===== src/design/udis_defines.svh =====
`ifndef UDIS_DEFINES_SVH
`define UDIS_DEFINES_SVH

// Register offsets (byte addresses).
`define UDIS_ADDR_W 8
`define UDIS_OFF_STATUS 8'h18
`define UDIS_OFF_ENABLE 8'h14
`define UDIS_OFF_DMA_REASON 8'h50
`define UDIS_OFF_DMA_REASON_EN 8'h54

// Status bit positions.
`define UDIS_BIT_RESET 0
`define UDIS_BIT_SOF 1
`define UDIS_BIT_PSOF 2
`define UDIS_BIT_SUSPEND 3
`define UDIS_BIT_RESUME 4
`define UDIS_BIT_DMA 6
`define UDIS_BIT_EP_BASE 10
`define UDIS_NUM_BUS_EV 5
`define UDIS_NUM_EP 8
`define UDIS_NUM_DMA_CAUSES 16

// Reset values.
`define UDIS_STATUS_RST 32'h0000_0000
`define UDIS_ENABLE_RST 32'h0000_0000
`define UDIS_REASON_RST 16'h0000

`endif


===== src/design/udis_pkg.sv =====
`default_nettype none
package udis_pkg;
   typedef logic [31:0] udis_word_t;
   typedef logic [15:0] udis_reason_t;
endpackage
`default_nettype wire


===== src/design/udis_sync.sv =====
`include "udis_defines.svh"
`default_nettype none
// Two-flop synchroniser followed by a rising-edge detector on the second stage.
module udis_sync #(
   parameter int WIDTH = 1
) (
   input wire logic core_clk_in, // Core clock.
   input wire logic rst_in, // Synchronous reset, active high.
   input wire logic [WIDTH-1:0] async_in, // Levels from outside the clock domain.
   output logic [WIDTH-1:0] rise_out // One-cycle pulse per rising edge.
);
   logic [WIDTH-1:0] stage1;
   logic [WIDTH-1:0] stage2;
   logic [WIDTH-1:0] stage3;
   logic [WIDTH-1:0] next_stage1;
   logic [WIDTH-1:0] next_stage2;
   logic [WIDTH-1:0] next_stage3;

   always_comb begin
      next_stage1 = async_in;
      next_stage2 = stage1;
      next_stage3 = stage2;
   end

   always_ff @(posedge core_clk_in) begin
      if (rst_in) begin
         stage1 <= '0;
         stage2 <= '0;
         stage3 <= '0;
      end else begin
         stage1 <= next_stage1;
         stage2 <= next_stage2;
         stage3 <= next_stage3;
      end
   end

   // Edge detection looks only at the second and third stages.
   assign rise_out = stage2 & ~stage3;
endmodule
`default_nettype wire


===== src/design/udis_w1c_reg.sv =====
`include "udis_defines.svh"
`default_nettype none
// Bank of sticky flags: set by events, cleared by writing one; set wins.
module udis_w1c_reg #(
   parameter int WIDTH = 32,
   parameter logic [WIDTH-1:0] RESET_VAL = '0
) (
   input wire logic core_clk_in, // Core clock.
   input wire logic rst_in, // Synchronous reset, active high.
   input wire logic [WIDTH-1:0] set_in, // Event pulses.
   input wire logic [WIDTH-1:0] clear_in, // Bits to clear.
   output logic [WIDTH-1:0] flags_out // Current flags.
);
   logic [WIDTH-1:0] flags;
   logic [WIDTH-1:0] next_flags;

   always_comb begin
      next_flags = (flags & ~clear_in) | set_in;
   end

   always_ff @(posedge core_clk_in) begin
      if (rst_in) begin
         flags <= RESET_VAL;
      end else begin
         flags <= next_flags;
      end
   end

   assign flags_out = flags;
endmodule
`default_nettype wire


===== src/design/udis_top.sv =====
`include "udis_defines.svh"
`default_nettype none
// Behaviour
// - Four-byte status register at offset 18h
// - Flags latch on event until cleared
// - Interrupt while enabled status bit set
// - Separate transmit/receive flag per endpoint
// - Flags for resume, suspend, pseudo-SOF, SOF, reset
// - One DMA summary flag; cause held separately
// - Writing one clears that flag only
// - DMA flag clears after reason cleared too
module udis_top #(
   parameter int NUM_EP = `UDIS_NUM_EP,
   parameter int NUM_CAUSES = `UDIS_NUM_DMA_CAUSES
) (
   input wire logic core_clk_in, // Core clock, 100 MHz.
   input wire logic rst_in, // Synchronous reset, active high.
   input wire logic [`UDIS_ADDR_W-1:0] addr_in, // Register byte address.
   input wire logic [31:0] wdata_in, // Write data.
   input wire logic wr_in, // Write strobe.
   input wire logic rd_in, // Read strobe.
   output logic [31:0] rdata_out, // Read data, one cycle after rd_in.
   input wire logic bus_reset_in, // USB bus reset seen, level from link.
   input wire logic sof_in, // Start-of-frame seen.
   input wire logic pseudo_sof_in, // Pseudo start-of-frame seen.
   input wire logic suspend_in, // Bus suspended.
   input wire logic resume_in, // Bus resumed.
   input wire logic [NUM_EP-1:0] endpoint_transmit_flag_in, // Per-endpoint transmit done.
   input wire logic [NUM_EP-1:0] endpoint_receive_flag_in, // Per-endpoint receive done.
   input wire logic [NUM_CAUSES-1:0] dma_cause_in, // DMA cause events, level.
   output logic irq_out // Interrupt request, active high.
);
   function automatic logic hit(input logic [`UDIS_ADDR_W-1:0] a,
                                input logic [`UDIS_ADDR_W-1:0] off);
      hit = (a == off);
   endfunction

   // Every event input comes from the USB core, possibly another domain.
   localparam int TX_LANE = `UDIS_NUM_BUS_EV;
   localparam int RX_LANE = TX_LANE + NUM_EP;
   localparam int CAUSE_LANE = RX_LANE + NUM_EP;
   localparam int EVW = CAUSE_LANE + NUM_CAUSES;
   logic [EVW-1:0] ev_raw;
   logic [EVW-1:0] ev_rise;

   assign ev_raw = {dma_cause_in, endpoint_receive_flag_in, endpoint_transmit_flag_in,
                    resume_in, suspend_in, pseudo_sof_in, sof_in, bus_reset_in};

   udis_sync #(.WIDTH(EVW)) u_sync (
      .core_clk_in(core_clk_in),
      .rst_in(rst_in),
      .async_in(ev_raw),
      .rise_out(ev_rise)
   );

   logic [NUM_EP-1:0] tx_ev;
   logic [NUM_EP-1:0] rx_ev;
   logic [NUM_CAUSES-1:0] cause_ev;
   assign tx_ev = ev_rise[TX_LANE +: NUM_EP];
   assign rx_ev = ev_rise[RX_LANE +: NUM_EP];
   assign cause_ev = ev_rise[CAUSE_LANE +: NUM_CAUSES];

   // Endpoint flags interleave receive then transmit, one pair per endpoint.
   logic [2*NUM_EP-1:0] ep_set;
   for (genvar i = 0; i < NUM_EP; i++) begin : g_ep
      assign ep_set[2 * i] = rx_ev[i];
      assign ep_set[2 * i + 1] = tx_ev[i];
   end

   logic wr_status;
   logic wr_reason;
   assign wr_status = wr_in && hit(addr_in, `UDIS_OFF_STATUS);
   assign wr_reason = wr_in && hit(addr_in, `UDIS_OFF_DMA_REASON);

   // DMA cause flags, held separately from the summary.
   logic [NUM_CAUSES-1:0] reason;
   logic [NUM_CAUSES-1:0] reason_clr;
   assign reason_clr = wr_reason ? wdata_in[NUM_CAUSES-1:0] : '0;

   udis_w1c_reg #(.WIDTH(NUM_CAUSES), .RESET_VAL('0)) u_reason (
      .core_clk_in(core_clk_in),
      .rst_in(rst_in),
      .set_in(cause_ev),
      .clear_in(reason_clr),
      .flags_out(reason)
   );

   udis_pkg::udis_word_t status_set;
   udis_pkg::udis_word_t status_clr;
   udis_pkg::udis_word_t status;
   logic [NUM_CAUSES-1:0] next_reason_view;

   always_comb begin
      status_set = '0;
      // The bus events sit in the lowest lanes in the same order as their status bits.
      status_set[`UDIS_BIT_RESET] = ev_rise[`UDIS_BIT_RESET];
      status_set[`UDIS_BIT_SOF] = ev_rise[`UDIS_BIT_SOF];
      status_set[`UDIS_BIT_PSOF] = ev_rise[`UDIS_BIT_PSOF];
      status_set[`UDIS_BIT_SUSPEND] = ev_rise[`UDIS_BIT_SUSPEND];
      status_set[`UDIS_BIT_RESUME] = ev_rise[`UDIS_BIT_RESUME];
      // The summary is re-raised by any new cause event.
      status_set[`UDIS_BIT_DMA] = |cause_ev;
      status_set[`UDIS_BIT_EP_BASE +: 2 * NUM_EP] = ep_set;
   end

   // Reason value once this cycle's reason write has taken effect.
   always_comb begin
      next_reason_view = (reason & ~reason_clr) | cause_ev;
   end

   always_comb begin
      status_clr = wr_status ? wdata_in : '0;
      // The summary only clears once no cause remains pending, so a clear issued
      // before the reason register is cleared leaves it set.
      if (|next_reason_view) begin
         status_clr[`UDIS_BIT_DMA] = 1'b0;
      end
   end

   udis_w1c_reg #(.WIDTH(32), .RESET_VAL(`UDIS_STATUS_RST)) u_status (
      .core_clk_in(core_clk_in),
      .rst_in(rst_in),
      .set_in(status_set),
      .clear_in(status_clr),
      .flags_out(status)
   );

   // Enable register: plain read/write, it gates only the interrupt.
   udis_pkg::udis_word_t enable;
   udis_pkg::udis_word_t next_enable;
   udis_pkg::udis_word_t rdata;
   udis_pkg::udis_word_t next_rdata;
   logic irq;
   logic next_irq;

   always_comb begin
      next_enable = enable;
      if (wr_in && hit(addr_in, `UDIS_OFF_ENABLE)) begin
         next_enable = wdata_in;
      end
   end

   always_comb begin
      next_rdata = '0;
      if (rd_in) begin
         if (hit(addr_in, `UDIS_OFF_STATUS)) begin
            next_rdata = status;
         end else if (hit(addr_in, `UDIS_OFF_ENABLE)) begin
            next_rdata = enable;
         end else if (hit(addr_in, `UDIS_OFF_DMA_REASON)) begin
            next_rdata[NUM_CAUSES-1:0] = reason;
         end
      end
   end

   always_comb begin
      next_irq = |(status & enable);
   end

   always_ff @(posedge core_clk_in) begin
      if (rst_in) begin
         enable <= `UDIS_ENABLE_RST;
         rdata <= '0;
         irq <= 1'b0;
      end else begin
         enable <= next_enable;
         rdata <= next_rdata;
         irq <= next_irq;
      end
   end

   assign rdata_out = rdata;
   assign irq_out = irq;
endmodule
`default_nettype wire


===== config.mk =====
export PLATFORM = sky130hd
export DESIGN_NAME = udis_top
export DESIGN_NICKNAME = d
export VERILOG_FILES = /design/src/design/udis_pkg.sv /design/src/design/udis_sync.sv /design/src/design/udis_w1c_reg.sv /design/src/design/udis_top.sv
export VERILOG_INCLUDE_DIRS = /design/src /design/src/design
export SDC_FILE = /design/constraint.sdc
export NUM_CORES = 1
export LEC_CHECK = 0
export BUFFER_PORTS_ARGS = -buffer_cell sky130_fd_sc_hd__buf_4
export CORE_MARGIN = 4
export CORE_UTILIZATION = 45
export DETAILED_ROUTE_END_ITERATION = 7
export GPL_ROUTABILITY_DRIVEN = 0
export GPL_TIMING_DRIVEN = 0
export PLACE_DENSITY = 0.65
export SLEW_MARGIN = 20
export SYNTH_ARGS = -nofsm -noshare
export SYNTH_HDL_FRONTEND = slang
export SYNTH_HIERARCHICAL = 1
export SYNTH_SLANG_ARGS = --single-unit

===== constraint.sdc =====
create_clock -name core_clk_in -period 3.08 [get_ports core_clk_in]
set_input_delay 0.616 -clock core_clk_in [delete_from_list [all_inputs] [get_ports core_clk_in]]
set_output_delay 0.616 -clock core_clk_in [all_outputs]
set_load 0.03 [all_outputs]

==> reports/metrics.yaml <==
clocking:
  cts_buffers: 23
  clk_latency_ns: 0.50
  cts.sinks: 224
  clockBufferDepth: 3
  h-tree-depth: 1
  cts_tree: "done"
  cts_resized: 0
  cts_setup_buffers: 0
  root_buffer: "clkbuf_16"
  clkTransAtPathRegs_ns: 0.06
  holdBufCountCts: 0
global_route:
  grt_usage_pct: 18.1
  grt_antenna_before_repair: 0
  grt_max_degree: 15
  grt_pass1_vias: 5472
  overflow: 0
  grt_pass1_wl_mm: 29.0
worst_setup_path:
  worstPathRequired_ns: 3.51
  cp_data_arrival_time_ns: 2.82
  r2r-end: "u_status/flags_out[6]"
  critPathLaunch: "addr_in[5]"
  reg2reg_depth: 8
  critPathKind: "primary input to register"
  critPathMaxFanout: 10
  rr_startpoint: "u_sync/next_stage3[32]"
  rrSetupSlack_ns: 0.91
  worstSetupStartpointType: "primary input"
  endpoint_kind: "register"
power_and_ir_drop:
  p_leak_nw: 3.93
  finalPower_mw: 5.94
  max-vdd-ir-drop_mv: 0.356
  p_per_area_nw_per_um2: 603
synth:
  ys_types: 39
  syn_inst: 834
  yosys_warnings: 6
  synthFlopType: "dfxtp_1"
  post_synth.cell_area_avg_sq_um: 9.57
  ys_seq_elements: 224
  synthArstFlopShare_pct: 0
  synth_top_area_share_pct: 56.2
  synth_edf_count: 0
  ys_seq_area_share_pct: 56.2
  syn_area_sq_um: 7980
  ys_top_cells_by_area: "dfxtp_1 (56%), nor2b_1 (12%), a21oi_1 (4.4%)"
  synth.largest_area_cell: "dfxtp_1"
cells_and_area:
  fin_util_pct: 56.7
  syn_to_final_growth_pct: 23.4
  drive_gt1_share_pct: 18.6
  design_area_sq_um: 9850
  num_antenna_cells: 0
  fin_nets: 1062
detailed_routing:
  antenna_left: 0
  routed.top_layer: "met4"
  via_count: 5763
  via_per_inst: 4.72
  drt_iter0_drc: 425
  route.met3.wl_mm: 1.27
  drt-pass1-iter-count: 8
  drt-met1-wl_mm: 8.21
  routedWlPerCell_um: 14.9
  drc: 0
  wl_met2_mm: 8.20
  totalWireLength_mm: 18.2
sta:
  tightest_slew_ns: 0.704
  max_freq_mhz: 419
  period_needed_ns: 2.39
  hold_violations: 0
  relSlewSlack_pct: 52.7
  skew_ns: 0.00942
  finalSetupViolCount: 0
  min_period_over_period_pct: 77.5
  maxSlewViolCount: 0
  setup_tns_ns: 0
  rsz0062_at_grt: "false"
floorplan:
  die_h_um: 141
  die_area_sq_um: 19900
  rows: 48
  dieWidth_um: 141
  coreArea_sq_um: 17400
  start_util_pct: 46.0
  io_pins: 114
place:
  hpwl_mm: 13.6
  placed_cell_area_sq_um: 9140
  numPortBuffers: 113
hold_path:
  hold_depth: 2
  holdCritStartpoint: "dma_cause_in[12]"
  hold_path_class: "primary input to register"
  holdPathEnd: "u_sync/next_stage2[33]"
status:
  status: "finished clean"
flow_run:
  drv_cap: 0
-- layout make-up --
type                            count  area, sq um
Buffer                             44          241
Multi-Input combinational cell    516         3070
Clock inverter                     10         78.8
Inverter                           59          221
Tap cell                          225          282
Sequential cell                   224         4480
Clock buffer                       31          626
Timing Repair Buffer              113          848
Fill cell                        1617         7510
-- synth_stat cells, types with 15 or more instances --
cell and count:
buf_2 15, and2_1 40, a22oi_1 25, inv_1 59
nand2_1 70, a21oi_1 70, nor2_1 35, nand2b_1 49
dfxtp_1 224, a222oi_1 16, clkbuf_1 22, nor2b_1 149
-- cells in the final DEF, fill, tap and decap left out, types with 5 or more instances in the layout --
cell type,instances
a21oi_1,70
nand2b_1,49
nand2_1,70
a21oi_2,10
conb_1,10
a222oi_1,16
nor2b_1,149
inv_1,59
and2_1,40
a22oi_1,25
clkbuf_16,23
clkinv_2,8
buf_4,114
clkbuf_1,28
dfxtp_1,224
nand4_1,6
buf_2,15
nor2_1,35
buf_6,5
-- registers in the layout, summed over array words and instances (netlist names) --
name and cells:
u_sync/next_stage2 37, u_sync/next_stage3 37, u_sync/stage3 37, enable 32
rdata_out 32, u_status/flags_out 32, u_reason/flags_out 16, irq_out 1
-- worst max path at each step --
stage | endpoint | slack [ns]
final | rdata_out[10] | 0.69
after global routing | rdata_out[15] | 0.53
after CTS | rdata_out[11] | 0.75
after detailed placement | rdata_out[11] | 0.25
after global placement | rdata_out[11] | 0.26
after floorplan | u_status/flags_out[6] | 0.82
-- worst max-delay path, cell delays in order --
cell      delay [ns]
buf_4           0.11
nor4b_1         0.45
nand2_1         0.17
nor4_2          0.55
clkbuf_1        0.53
a222oi_1        0.24
nor2_1          0.15
-- cells by family (layout without fill, tap and decap cells) --
family / count (synthesis) / after routing / synth area share [%]
AOI/OAI and AO/OA: 140 / 140 / 11.9
buffers and inverters: 103 / 257 / 5.80
other: 1 / 10 / 0.0470
and+or+nand+nor: 366 / 366 / 26.1
DFF: 224 / 224 / 56.2
-- layer usage --
metal	track usage (%)	vias to the layer above
met3	3.12	45
li1	-	2998
met5	0	-
met2	28.5	193
met4	6.43	0
met1	25.0	2527
-- stage by stage --
step	std cells	setup WS [ns]	hold slack (ns)
after global placement	1181	0.265	0.425
final	1222	0.693	0.318
after floorplan	843	0.822	0.414
after global routing	1222	0.534	0.301
after detailed placement	1181	0.250	0.420
after CTS	1222	0.753	0.296
-- power breakdown --
group / switching [mW] / internal, mW
Combinational: 0.150 / 0.159
Clock: 1.08 / 1.51
Sequential: 0.0516 / 2.99
No activity file was read; power rests on OpenSTA's default activity.
